**src/rtl/fio_pkg.sv**
```systemverilog
package fio_pkg;

  ////////////////////////////////////////////////////////////////////////////
  // Terminal counts
  localparam int NUM_DI = 5;
  localparam int NUM_DO = 3;

  ////////////////////////////////////////////////////////////////////////////
  // Parameter indices
  localparam logic [15:0] IDX_PASSCODE = 16'h0001;
  localparam logic [15:0] IDX_PASS_ENTRY = 16'h0002;
  localparam logic [15:0] IDX_BASIC_LIMIT = 16'h0100;
  localparam logic [15:0] IDX_DO_POLARITY = 16'h0110;
  localparam logic [15:0] IDX_DO_FUNC_SEL = 16'h0111;
  localparam logic [15:0] IDX_DISCONNECT = 16'h0120;
  localparam logic [15:0] IDX_OUT_MON = 16'h0130;
  localparam logic [15:0] IDX_IN_MON = 16'h0131;
  localparam logic [15:0] IDX_LOCK_CFG = 16'h0140;
  localparam logic [15:0] IDX_SELECT = 16'h0150;
  localparam logic [15:0] IDX_FORCED_IN = 16'h0151;
  localparam logic [15:0] IDX_FORCED_OUT = 16'h0152;
  localparam logic [15:0] IDX_PHYS_OUT = 16'h0160;
  localparam logic [15:0] IDX_OUT_MASK = 16'h0161;

  ////////////////////////////////////////////////////////////////////////////
  // Reset values
  localparam logic [15:0] SELECT_RST = 16'h0000;
  localparam logic [15:0] VALUE_RST = 16'h0000;
  localparam logic [31:0] BUS_WORD_RST = 32'h0000_0000;
  localparam logic [2:0] POL_RST = 3'h0;
  localparam logic [5:0] FSEL_RST = 6'h00;

  ////////////////////////////////////////////////////////////////////////////
  // Selection codes and fields
  localparam logic [15:0] SEL_NORMAL = 16'h0000;
  localparam logic [15:0] SEL_IN = 16'h0001;
  localparam logic [15:0] SEL_OUT = 16'h0002;
  localparam logic [15:0] SEL_BOTH = 16'h0003;
  localparam logic [15:0] SEL_BUS = 16'h0004;
  localparam int LOCK_VIEW_BIT = 5;
  localparam int BUS_DO_LSB = 16;
  localparam logic [1:0] FSEL_FUNC = 2'h0;
  localparam logic [1:0] FSEL_FAULT = 2'h1;
  localparam logic [1:0] FSEL_SAFE = 2'h2;

  ////////////////////////////////////////////////////////////////////////////
  // Timing
  localparam int CLK_PERIOD_NS = 100;
  localparam int UPDATE_TIME_NS = 125000;
  localparam int UPDATE_CYCLES = UPDATE_TIME_NS / CLK_PERIOD_NS;

endpackage

```
**src/rtl/fio_input_sync.sv**
```systemverilog
module fio_input_sync #(
  parameter int W = 5
) (
  input wire logic clk,
  input wire logic sys_rst,
  input wire logic [W-1:0] pin_in,
  output logic [W-1:0] level_out
);

  logic [W-1:0] s1_reg;
  logic [W-1:0] s2_reg;
  logic [W-1:0] s3_reg;
  logic [W-1:0] level_reg;
  logic [W-1:0] level_next;

  // A bit moves only once stages two and three agree
  always_comb begin
    level_next = (s2_reg & ~(s2_reg ^ s3_reg)) | (level_reg & (s2_reg ^ s3_reg));
  end

  always_ff @(posedge clk or posedge sys_rst) begin
    if (sys_rst) begin
      s1_reg <= '0;
      s2_reg <= '0;
      s3_reg <= '0;
      level_reg <= '0;
    end else begin
      s1_reg <= pin_in;
      s2_reg <= s1_reg;
      s3_reg <= s2_reg;
      level_reg <= level_next;
    end
  end

  assign level_out = level_reg;

endmodule

```
**src/rtl/fio_passcode.sv**
```systemverilog
module fio_passcode (
  input wire logic clk,
  input wire logic sys_rst,
  input wire logic wr_pass,
  input wire logic wr_entry,
  input wire logic [15:0] wdata,
  input wire logic lock_view,
  output logic write_allowed,
  output logic view_restricted,
  output logic unlocked
);

  logic [15:0] pass_reg;
  logic [15:0] pass_next;
  logic unl_reg;
  logic unl_next;
  logic protect;

  assign protect = (pass_reg != fio_pkg::VALUE_RST);

  always_comb begin
    pass_next = pass_reg;
    unl_next = unl_reg;
    if (wr_entry) begin
      unl_next = (wdata == pass_reg);
    end
    if (wr_pass && (!protect || unl_reg)) begin
      pass_next = wdata;
      unl_next = 1'b0;
    end
  end

  always_ff @(posedge clk or posedge sys_rst) begin
    if (sys_rst) begin
      pass_reg <= fio_pkg::VALUE_RST;
      unl_reg <= 1'b0;
    end else begin
      pass_reg <= pass_next;
      unl_reg <= unl_next;
    end
  end

  assign write_allowed = !protect || unl_reg;
  assign view_restricted = protect && lock_view && !unl_reg;
  assign unlocked = unl_reg;

endmodule

```
**src/rtl/fio_top.sv**
```systemverilog
// Notes on behaviour
// Selection 0 normal, 1 force inputs, 2 force outputs, 3 both, 4 bus outputs.
// Input forcing makes functions see forced levels, terminals ignored.
// Forced-input bit one is high, zero low; bit 0 is first input.
// Input monitor reports each input level, one bit per input.
// Under input forcing the input monitor equals the forced-input value.
// Input forcing lost at reset; selection 0 restores normal inputs.
// Output forcing drives outputs from forced value, ignoring internal functions.
// Forced-output bit sets function active; level follows configured polarity.
// Output monitor reports three terminal levels, first output lowest bit.
// Keypad output forcing lost at reset; selection 0 restores outputs.
// Selection 4: bus physical-output word sets terminal levels directly.
// Bus bits 16..18 map to outputs one..three; one means on.
// Host writes selection 4, mask 0x00070000, output 0x00060000 to force all.
// Bus forcing cleared at reset or by selection 0.
// Disconnect setting blanks outputs by bitmask while bus non-operational.
// Disconnect setting 7 releases all three outputs while non-operational.
// Safe-state function active only when both torque-off inputs are low.
// With a passcode set, only unlocked operators change parameters.
// Lock bit 5 plus passcode hides non-basic parameters from view and change.
// Operator enters current passcode before writing a new one.
// Writing 0 to passcode after entry cancels protection.
// Selection changes apply at next update tick, outputs stay registered.
module fio_top #(
  parameter int NUM_DI = fio_pkg::NUM_DI,
  parameter int UPDATE_CYCLES = fio_pkg::UPDATE_CYCLES
) (
  input wire logic clk,
  input wire logic sys_rst,
  input wire logic [15:0] param_index,
  input wire logic [31:0] param_wdata,
  input wire logic param_wr,
  input wire logic param_rd,
  output logic [31:0] param_rdata,
  output logic param_ack,
  output logic param_denied,
  input wire logic [NUM_DI-1:0] di_pin,
  output logic [NUM_DI-1:0] di_seen,
  input wire logic [2:0] do_func,
  input wire logic fault_active,
  input wire logic bus_operational,
  input wire logic torque_off_input_a,
  input wire logic torque_off_input_b,
  output logic safe_state_output,
  output logic fault_output,
  output logic [2:0] do_pin_out,
  output logic [2:0] do_pin_oe_n
);

  ////////////////////////////////////////////////////////////////////////////
  // Helpers

  function automatic logic is_basic(input logic [15:0] idx);
    is_basic = (idx < fio_pkg::IDX_BASIC_LIMIT);
  endfunction

  function automatic logic forces_in(input logic [15:0] sel);
    forces_in = (sel == fio_pkg::SEL_IN) || (sel == fio_pkg::SEL_BOTH);
  endfunction

  function automatic logic forces_out(input logic [15:0] sel);
    forces_out = (sel == fio_pkg::SEL_OUT) || (sel == fio_pkg::SEL_BOTH);
  endfunction

  ////////////////////////////////////////////////////////////////////////////
  // Synchronised pins

  logic [NUM_DI-1:0] di_sync;
  logic [1:0] sto_sync;

  fio_input_sync #(.W(NUM_DI)) u_di_sync (
    .clk(clk),
    .sys_rst(sys_rst),
    .pin_in(di_pin),
    .level_out(di_sync)
  );

  fio_input_sync #(.W(2)) u_sto_sync (
    .clk(clk),
    .sys_rst(sys_rst),
    // Stored inverted so cleared stages match powered pins, no false safe state
    .pin_in({~torque_off_input_b, ~torque_off_input_a}),
    .level_out(sto_sync)
  );

  ////////////////////////////////////////////////////////////////////////////
  // Parameter access

  logic wr_ok;
  logic rd_ok;
  logic write_allowed;
  logic view_restricted;
  logic [15:0] lock_reg;
  logic [15:0] lock_next;

  // Passcode entry stays open so a locked operator can still log in
  always_comb begin
    wr_ok = 1'b1;
    if (param_index != fio_pkg::IDX_PASS_ENTRY) begin
      if (!write_allowed) begin
        wr_ok = 1'b0;
      end
      if (view_restricted && !is_basic(param_index)) begin
        wr_ok = 1'b0;
      end
    end
    rd_ok = !(view_restricted && !is_basic(param_index));
  end

  fio_passcode u_passcode (
    .clk(clk),
    .sys_rst(sys_rst),
    .wr_pass(param_wr && (param_index == fio_pkg::IDX_PASSCODE) && !view_restricted),
    .wr_entry(param_wr && (param_index == fio_pkg::IDX_PASS_ENTRY)),
    .wdata(param_wdata[15:0]),
    .lock_view(lock_reg[fio_pkg::LOCK_VIEW_BIT]),
    .write_allowed(write_allowed),
    .view_restricted(view_restricted),
    .unlocked()
  );

  ////////////////////////////////////////////////////////////////////////////
  // Configuration registers

  logic [15:0] sel_reg;
  logic [15:0] sel_next;
  logic [15:0] fin_reg;
  logic [15:0] fin_next;
  logic [15:0] fout_reg;
  logic [15:0] fout_next;
  logic [15:0] disc_reg;
  logic [15:0] disc_next;
  logic [31:0] phys_reg;
  logic [31:0] phys_next;
  logic [31:0] mask_reg;
  logic [31:0] mask_next;
  logic [2:0] pol_reg;
  logic [2:0] pol_next;
  logic [5:0] fsel_reg;
  logic [5:0] fsel_next;
  logic wr_go;

  assign wr_go = param_wr && wr_ok;

  always_comb begin
    sel_next = sel_reg;
    fin_next = fin_reg;
    fout_next = fout_reg;
    disc_next = disc_reg;
    phys_next = phys_reg;
    mask_next = mask_reg;
    pol_next = pol_reg;
    fsel_next = fsel_reg;
    lock_next = lock_reg;
    if (wr_go) begin
      unique case (param_index)
        fio_pkg::IDX_SELECT: sel_next = param_wdata[15:0];
        fio_pkg::IDX_FORCED_IN: fin_next = param_wdata[15:0];
        fio_pkg::IDX_FORCED_OUT: fout_next = param_wdata[15:0];
        fio_pkg::IDX_DISCONNECT: disc_next = param_wdata[15:0];
        fio_pkg::IDX_PHYS_OUT: phys_next = param_wdata;
        fio_pkg::IDX_OUT_MASK: mask_next = param_wdata;
        fio_pkg::IDX_DO_POLARITY: pol_next = param_wdata[2:0];
        fio_pkg::IDX_DO_FUNC_SEL: fsel_next = param_wdata[5:0];
        fio_pkg::IDX_LOCK_CFG: lock_next = param_wdata[15:0];
        default: ;
      endcase
    end
  end

  // Nothing retained across reset, so every override starts cleared
  always_ff @(posedge clk or posedge sys_rst) begin
    if (sys_rst) begin
      sel_reg <= fio_pkg::SELECT_RST;
      fin_reg <= fio_pkg::VALUE_RST;
      fout_reg <= fio_pkg::VALUE_RST;
      disc_reg <= fio_pkg::VALUE_RST;
      phys_reg <= fio_pkg::BUS_WORD_RST;
      mask_reg <= fio_pkg::BUS_WORD_RST;
      pol_reg <= fio_pkg::POL_RST;
      fsel_reg <= fio_pkg::FSEL_RST;
      lock_reg <= fio_pkg::VALUE_RST;
    end else begin
      sel_reg <= sel_next;
      fin_reg <= fin_next;
      fout_reg <= fout_next;
      disc_reg <= disc_next;
      phys_reg <= phys_next;
      mask_reg <= mask_next;
      pol_reg <= pol_next;
      fsel_reg <= fsel_next;
      lock_reg <= lock_next;
    end
  end

  ////////////////////////////////////////////////////////////////////////////
  // Update tick

  logic [15:0] tick_cnt_reg;
  logic [15:0] tick_cnt_next;
  logic tick;
  logic [15:0] sel_act_reg;
  logic [15:0] sel_act_next;

  always_comb begin
    tick = (tick_cnt_reg == 16'(UPDATE_CYCLES - 1));
    tick_cnt_next = tick ? 16'h0000 : tick_cnt_reg + 16'h0001;
    sel_act_next = tick ? sel_reg : sel_act_reg;
  end

  always_ff @(posedge clk or posedge sys_rst) begin
    if (sys_rst) begin
      tick_cnt_reg <= 16'h0000;
      sel_act_reg <= fio_pkg::SELECT_RST;
    end else begin
      tick_cnt_reg <= tick_cnt_next;
      sel_act_reg <= sel_act_next;
    end
  end

  ////////////////////////////////////////////////////////////////////////////
  // Input and output paths

  logic [NUM_DI-1:0] di_reg;
  logic [NUM_DI-1:0] di_next;
  logic [2:0] lvl_reg;
  logic [2:0] lvl_next;
  logic [2:0] oen_reg;
  logic [2:0] oen_next;
  logic safe_reg;
  logic safe_next;
  logic safe_now;
  logic [2:0] act;

  assign safe_now = (sto_sync == 2'h3);

  always_comb begin
    safe_next = safe_now;
    di_next = forces_in(sel_act_reg) ? fin_reg[NUM_DI-1:0] : di_sync;
    for (int i = 0; i < 3; i++) begin
      unique case (fsel_reg[2*i +: 2])
        fio_pkg::FSEL_FAULT: act[i] = fault_active;
        fio_pkg::FSEL_SAFE: act[i] = safe_now;
        default: act[i] = do_func[i];
      endcase
      if (forces_out(sel_act_reg)) begin
        act[i] = fout_reg[i];
      end
      // Polarity bit set means the terminal is active low
      lvl_next[i] = act[i] ^ pol_reg[i];
      if ((sel_act_reg == fio_pkg::SEL_BUS) && mask_reg[fio_pkg::BUS_DO_LSB + i]) begin
        lvl_next[i] = phys_reg[fio_pkg::BUS_DO_LSB + i];
      end
      oen_next[i] = 1'b0;
      if (!bus_operational && disc_reg[i]) begin
        lvl_next[i] = 1'b0;
        oen_next[i] = 1'b1;
      end
    end
  end

  // Registered drive keeps a source switch from glitching the pins
  always_ff @(posedge clk or posedge sys_rst) begin
    if (sys_rst) begin
      di_reg <= '0;
      lvl_reg <= 3'h0;
      oen_reg <= 3'h7;
      safe_reg <= 1'b0;
    end else begin
      di_reg <= di_next;
      lvl_reg <= lvl_next;
      oen_reg <= oen_next;
      safe_reg <= safe_next;
    end
  end

  assign di_seen = di_reg;
  assign do_pin_out = lvl_reg;
  assign do_pin_oe_n = oen_reg;
  assign safe_state_output = safe_reg;
  assign fault_output = fault_active;

  ////////////////////////////////////////////////////////////////////////////
  // Read answer

  logic [31:0] rdata_reg;
  logic [31:0] rdata_next;
  logic ack_reg;
  logic denied_reg;

  always_comb begin
    rdata_next = rdata_reg;
    if (param_rd && rd_ok) begin
      unique case (param_index)
        fio_pkg::IDX_SELECT: rdata_next = {16'h0000, sel_reg};
        fio_pkg::IDX_FORCED_IN: rdata_next = {16'h0000, fin_reg};
        fio_pkg::IDX_FORCED_OUT: rdata_next = {16'h0000, fout_reg};
        fio_pkg::IDX_DISCONNECT: rdata_next = {16'h0000, disc_reg};
        fio_pkg::IDX_PHYS_OUT: rdata_next = phys_reg;
        fio_pkg::IDX_OUT_MASK: rdata_next = mask_reg;
        fio_pkg::IDX_DO_POLARITY: rdata_next = {29'h0000_0000, pol_reg};
        fio_pkg::IDX_DO_FUNC_SEL: rdata_next = {26'h000_0000, fsel_reg};
        fio_pkg::IDX_LOCK_CFG: rdata_next = {16'h0000, lock_reg};
        fio_pkg::IDX_IN_MON: rdata_next = 32'(di_reg);
        fio_pkg::IDX_OUT_MON: rdata_next = {29'h0000_0000, lvl_reg};
        default: rdata_next = 32'h0000_0000;
      endcase
    end
  end

  always_ff @(posedge clk or posedge sys_rst) begin
    if (sys_rst) begin
      rdata_reg <= 32'h0000_0000;
      ack_reg <= 1'b0;
      denied_reg <= 1'b0;
    end else begin
      rdata_reg <= rdata_next;
      ack_reg <= param_rd || param_wr;
      denied_reg <= (param_rd && !rd_ok) || (param_wr && !wr_ok);
    end
  end

  assign param_rdata = rdata_reg;
  assign param_ack = ack_reg;
  assign param_denied = denied_reg;

endmodule

```
**config.mk**
```make
export PLATFORM = sky130hd
export DESIGN_NAME = fio_top
export DESIGN_NICKNAME = d
export VERILOG_FILES = /design/src/rtl/fio_pkg.sv /design/src/rtl/fio_input_sync.sv /design/src/rtl/fio_passcode.sv /design/src/rtl/fio_top.sv
export SDC_FILE = /design/constraint.sdc
export NUM_CORES = 1
export LEC_CHECK = 0
export BUFFER_PORTS_ARGS = -buffer_cell sky130_fd_sc_hd__buf_2
export CORE_ASPECT_RATIO = 1.4
export CORE_MARGIN = 2
export CORE_UTILIZATION = 50
export CTS_CLUSTER_DIAMETER = 60
export DETAILED_ROUTE_END_ITERATION = 10
export PLACE_DENSITY = 0.77
export SLEW_MARGIN = 10
export SYNTH_ARGS = -nofsm -noshare
export SYNTH_HDL_FRONTEND = slang
export SYNTH_SLANG_ARGS = --single-unit
```
**constraint.sdc**
```tcl
create_clock -name clk -period 25.8 [get_ports clk]
set_input_delay 2.58 -clock clk [delete_from_list [all_inputs] [get_ports clk]]
set_output_delay 2.58 -clock clk [all_outputs]
set_load 0.01 [all_outputs]
```
==> out/qor.yml <==
outcome:
  outcome: "finished clean"
die:
  floorplan.io_pins: 111
  die_width_um: 136.8
  initial_utilization_pct: 50.40
  die_h_um: 190.0
  design.die.area_mm2: 0.02599
  core.rowCount: 68
  core_area_mm2: 0.02450
cells_and_area:
  nNetsFinal: 1124
  sequential_cell_area_mm2: 0.006910
  diodes: 0
  post_route_cells_drive_above_1_share_pct: 31.93
  utilization_pct: 56.90
  instances_no_fill: 1383
  area_growth_pct: 12.90
  multi_input_comb_area_mm2: 0.005041
  layout.cells.most_common_list: "dfrtp_1 (273), mux2_2 (121), buf_2 (110), nand2_1 (80), nor2_1 (48)"
  fill_cells: 2036
  final_common_cell: "dfrtp_1"
sta:
  hold_viol_final: 0
  period_share_pct: 21.54
  timing_max_transition_violations_final: 0
  rsz_0062_raised_after_global_routing: "no"
  f_max_ghz: 0.1800
  setup_violations: 0
  clock_skew_ns: 0.01875
  max_slew_margin_pct: 22.11
  tightestPinTransition_ns: 1.160
  setup_tns_ns: 0
  min_period_ns: 5.556
synthesis:
  postSynthCellCount: 970
  synth_seq_area_share_pct: 55.95
  synth_largest_type_area_fraction_pct: 55.31
  synthesis.area_mm2: 0.01235
  synth.top_cells.by_area: "dfrtp_1 (55%), mux2_2 (11%), mux2_4 (3.6%)"
  dominantRegCellSynth: "dfrtp_1"
  ys_warn_count: 0
  synth-seq-cells: 276
  synth_cell_types: 75
  yosysTopAreaCell: "dfrtp_1"
  postSynthNetCount: 1042
  post_synth.cell_area_avg_um2: 12.73
  number_of_enable_flip_flop_cells_after_synthesis: 0
  share_of_async_settable_or_async_resettable_flops_after_synthesis_pct: 100.0
route:
  avgViaCountPerCell: 6.049
  route.vias.total: 8366
  ant_nets: 0
  initialDrtViolationCount: 825
  detail_route.wl_per_cell_um: 21.82
  detail_route.drc_violations: 0
  wirelength_mm: 30.17
  detailedRoute.firstPassIterationCount: 5
clock_tree:
  clk_path_buf_depth: 3
  cts.clk_slew.worst_paths_ns: 0.06
  cts-buffers-inserted: 26
  post_cts.repair.setup_buffers: 0
  cts.htree.levels: 1
  numClockSinks: 276
  cts_tree: "done"
  clk_root_buffer_cell: "clkbuf_16"
  worstSkewPairLatency_ns: 0.54
  post_cts_resized: 0
  cts.hold.buffers_added: 0
setup_path:
  crit_fanout: 19
  critPathKind: "primary input to flip-flop"
  required_ns: 26.21
  crit_path_start_kind: "primary input"
  timing.critical_path.arrival_ns: 5.97
  cp-end-kind: "flip-flop"
  path_depth_of_the_worst_reg2reg_path: 5
power_and_ir_drop:
  cellPowerDensity_mw_per_mm2: 63.36
  total_power_w: 0.0008835
  switching_power_w: 0.0001935
  comb_power_share_pct: 4.6
  power_leakage_nw: 6.770
  max-vdd-ir-drop_mv: 0.04830
  clock_power_share_pct: 45.4
  power_frac_seq_pct: 50.0
  swShare_pct: 21.90
  internal_dissipation_w: 0.0006900
placed_design:
  placed_cells: 1339
  gpl.final_weighted_congestion: 0.8843
  place_hpwl_mm: 20.43
  port_buffers: 110
grt:
  grt_antenna_before_repair: 0
  vias_in_the_first_global_route: 8599
  grt_remaining_overflow: 0
  globalRouteTotalUtil_pct: 23.71
  grt_max_degree: 148
  grt_first_pass_wirelength_mm: 47.69
min_path:
  whs_path_depth: 0
  worstHoldPathType: "flip-flop to flip-flop"
flow_run:
  cap_viol_max_count: 0
==> per-stage QoR <==
step           area, µm²  worst slack [ns]  hold WS (ns)
3_3_place_gp       13040             19.80        0.3315
2_1_floorplan      12350             15.62        0.3312
4_1_cts            13940             20.23        0.3439
5_1_grt            13940             19.96        0.3457
6_report           13940             20.24        0.3403
3_5_place_dp       13040             19.71        0.3356
==> layer usage <==
| metal | global-route usage (%) | share of wire, % | vias up |
|---|---|---|---|
| met5 | 0 | 0 | - |
| met4 | 9.199 | 3.5 | 0 |
| met3 | 3.464 | 6.0 | 72 |
| met2 | 40.17 | 50 | 314 |
| met1 | 30.68 | 40 | 4285 |
| li1 | - | - | 3695 |
==> cell families after synthesis <==
kind of cell | Yosys count | share of synthesized area (%)
AO/OA/AOI/OAI | 115 | 7.223
multiplexers | 180 | 17.27
flip-flops | 276 | 55.95
adder cells (fa/ha/maj) | 15 | 1.378
buffers and inverters | 83 | 3.455
AND/OR/NAND/NOR | 272 | 12.66
XOR/XNOR | 29 | 2.057
==> synth_stat cells, types with 4 or more instances <==
cell      number
dfrtp_1      273
mux2_2       121
nand2_1       80
nor2_1        48
clkbuf_1      35
mux2_4        30
mux2_1        24
a222oi_1      22
xor2_1        21
buf_2         20
nor4_1        17
a221oi_1      16
inv_1         16
o21ai_1       15
a22o_1        14
nand3_1       13
and3_1        12
a21oi_1       11
o21ai_0       11
and2_0        10
nor3_1        10
nand4_1        9
nor2b_1        9
ha_1           8
xnor2_1        8
maj3_1         7
and4_1         6
mux2i_1        5
nand3b_1       5
nor4_2         5
nor4b_1        5
a22oi_1        4
nor4bb_1       4
or4_1          4
or4bb_1        4
==> layout make-up <==
cell class,count,share of cell area [%]
flip-flops and latches,276,49.56
well taps,315,2.827
clock buffers,36,5.590
repair buffers,121,4.541
inverters,16,0.4846
multi-input cells,611,36.15
clock inverters,8,0.8435
==> worst paths after layout <==
| check | from | endpoint | slack, ns |
|---|---|---|---|
| worst max-delay path | param_index[15] | phys_reg[29] | 20.24 |
| worst min-delay path | u_di_sync.s1_reg[2] | u_di_sync.s2_reg[2] | 0.34 |
| worst max register to register | u_passcode.pass_reg[10] | fin_reg[13] | 22.24 |
| worst min register to register | u_di_sync.s1_reg[2] | u_di_sync.s2_reg[2] | 0.34 |
| max in group asynchronous | sys_rst | async pin | 22.08 |
| min in group asynchronous | sys_rst | tick_cnt_reg[9] | 2.22 |
==> power groups by stage <==
| stage | combinational, W | sequential, W | clock (W) |
|---|---|---|---|
| floorplan | 0.0000220 | 0.000451 | 0 |
| global placement | 0.0000401 | 0.000450 | 0 |
| detailed placement | 0.0000410 | 0.000450 | 0 |
| CTS | 0.0000411 | 0.000442 | 0.000407 |
| global route | 0.0000449 | 0.000442 | 0.000424 |
| finish | 0.0000406 | 0.000442 | 0.000401 |
==> worst max-delay path: stages <==
cell and delay (ns):
buf_2 0.10, or4_1 0.90, nor4_4 0.96, nand2_1 0.67, buf_4 0.43, mux2_2 0.30
Note: power is estimated with default switching activity, not from simulation.
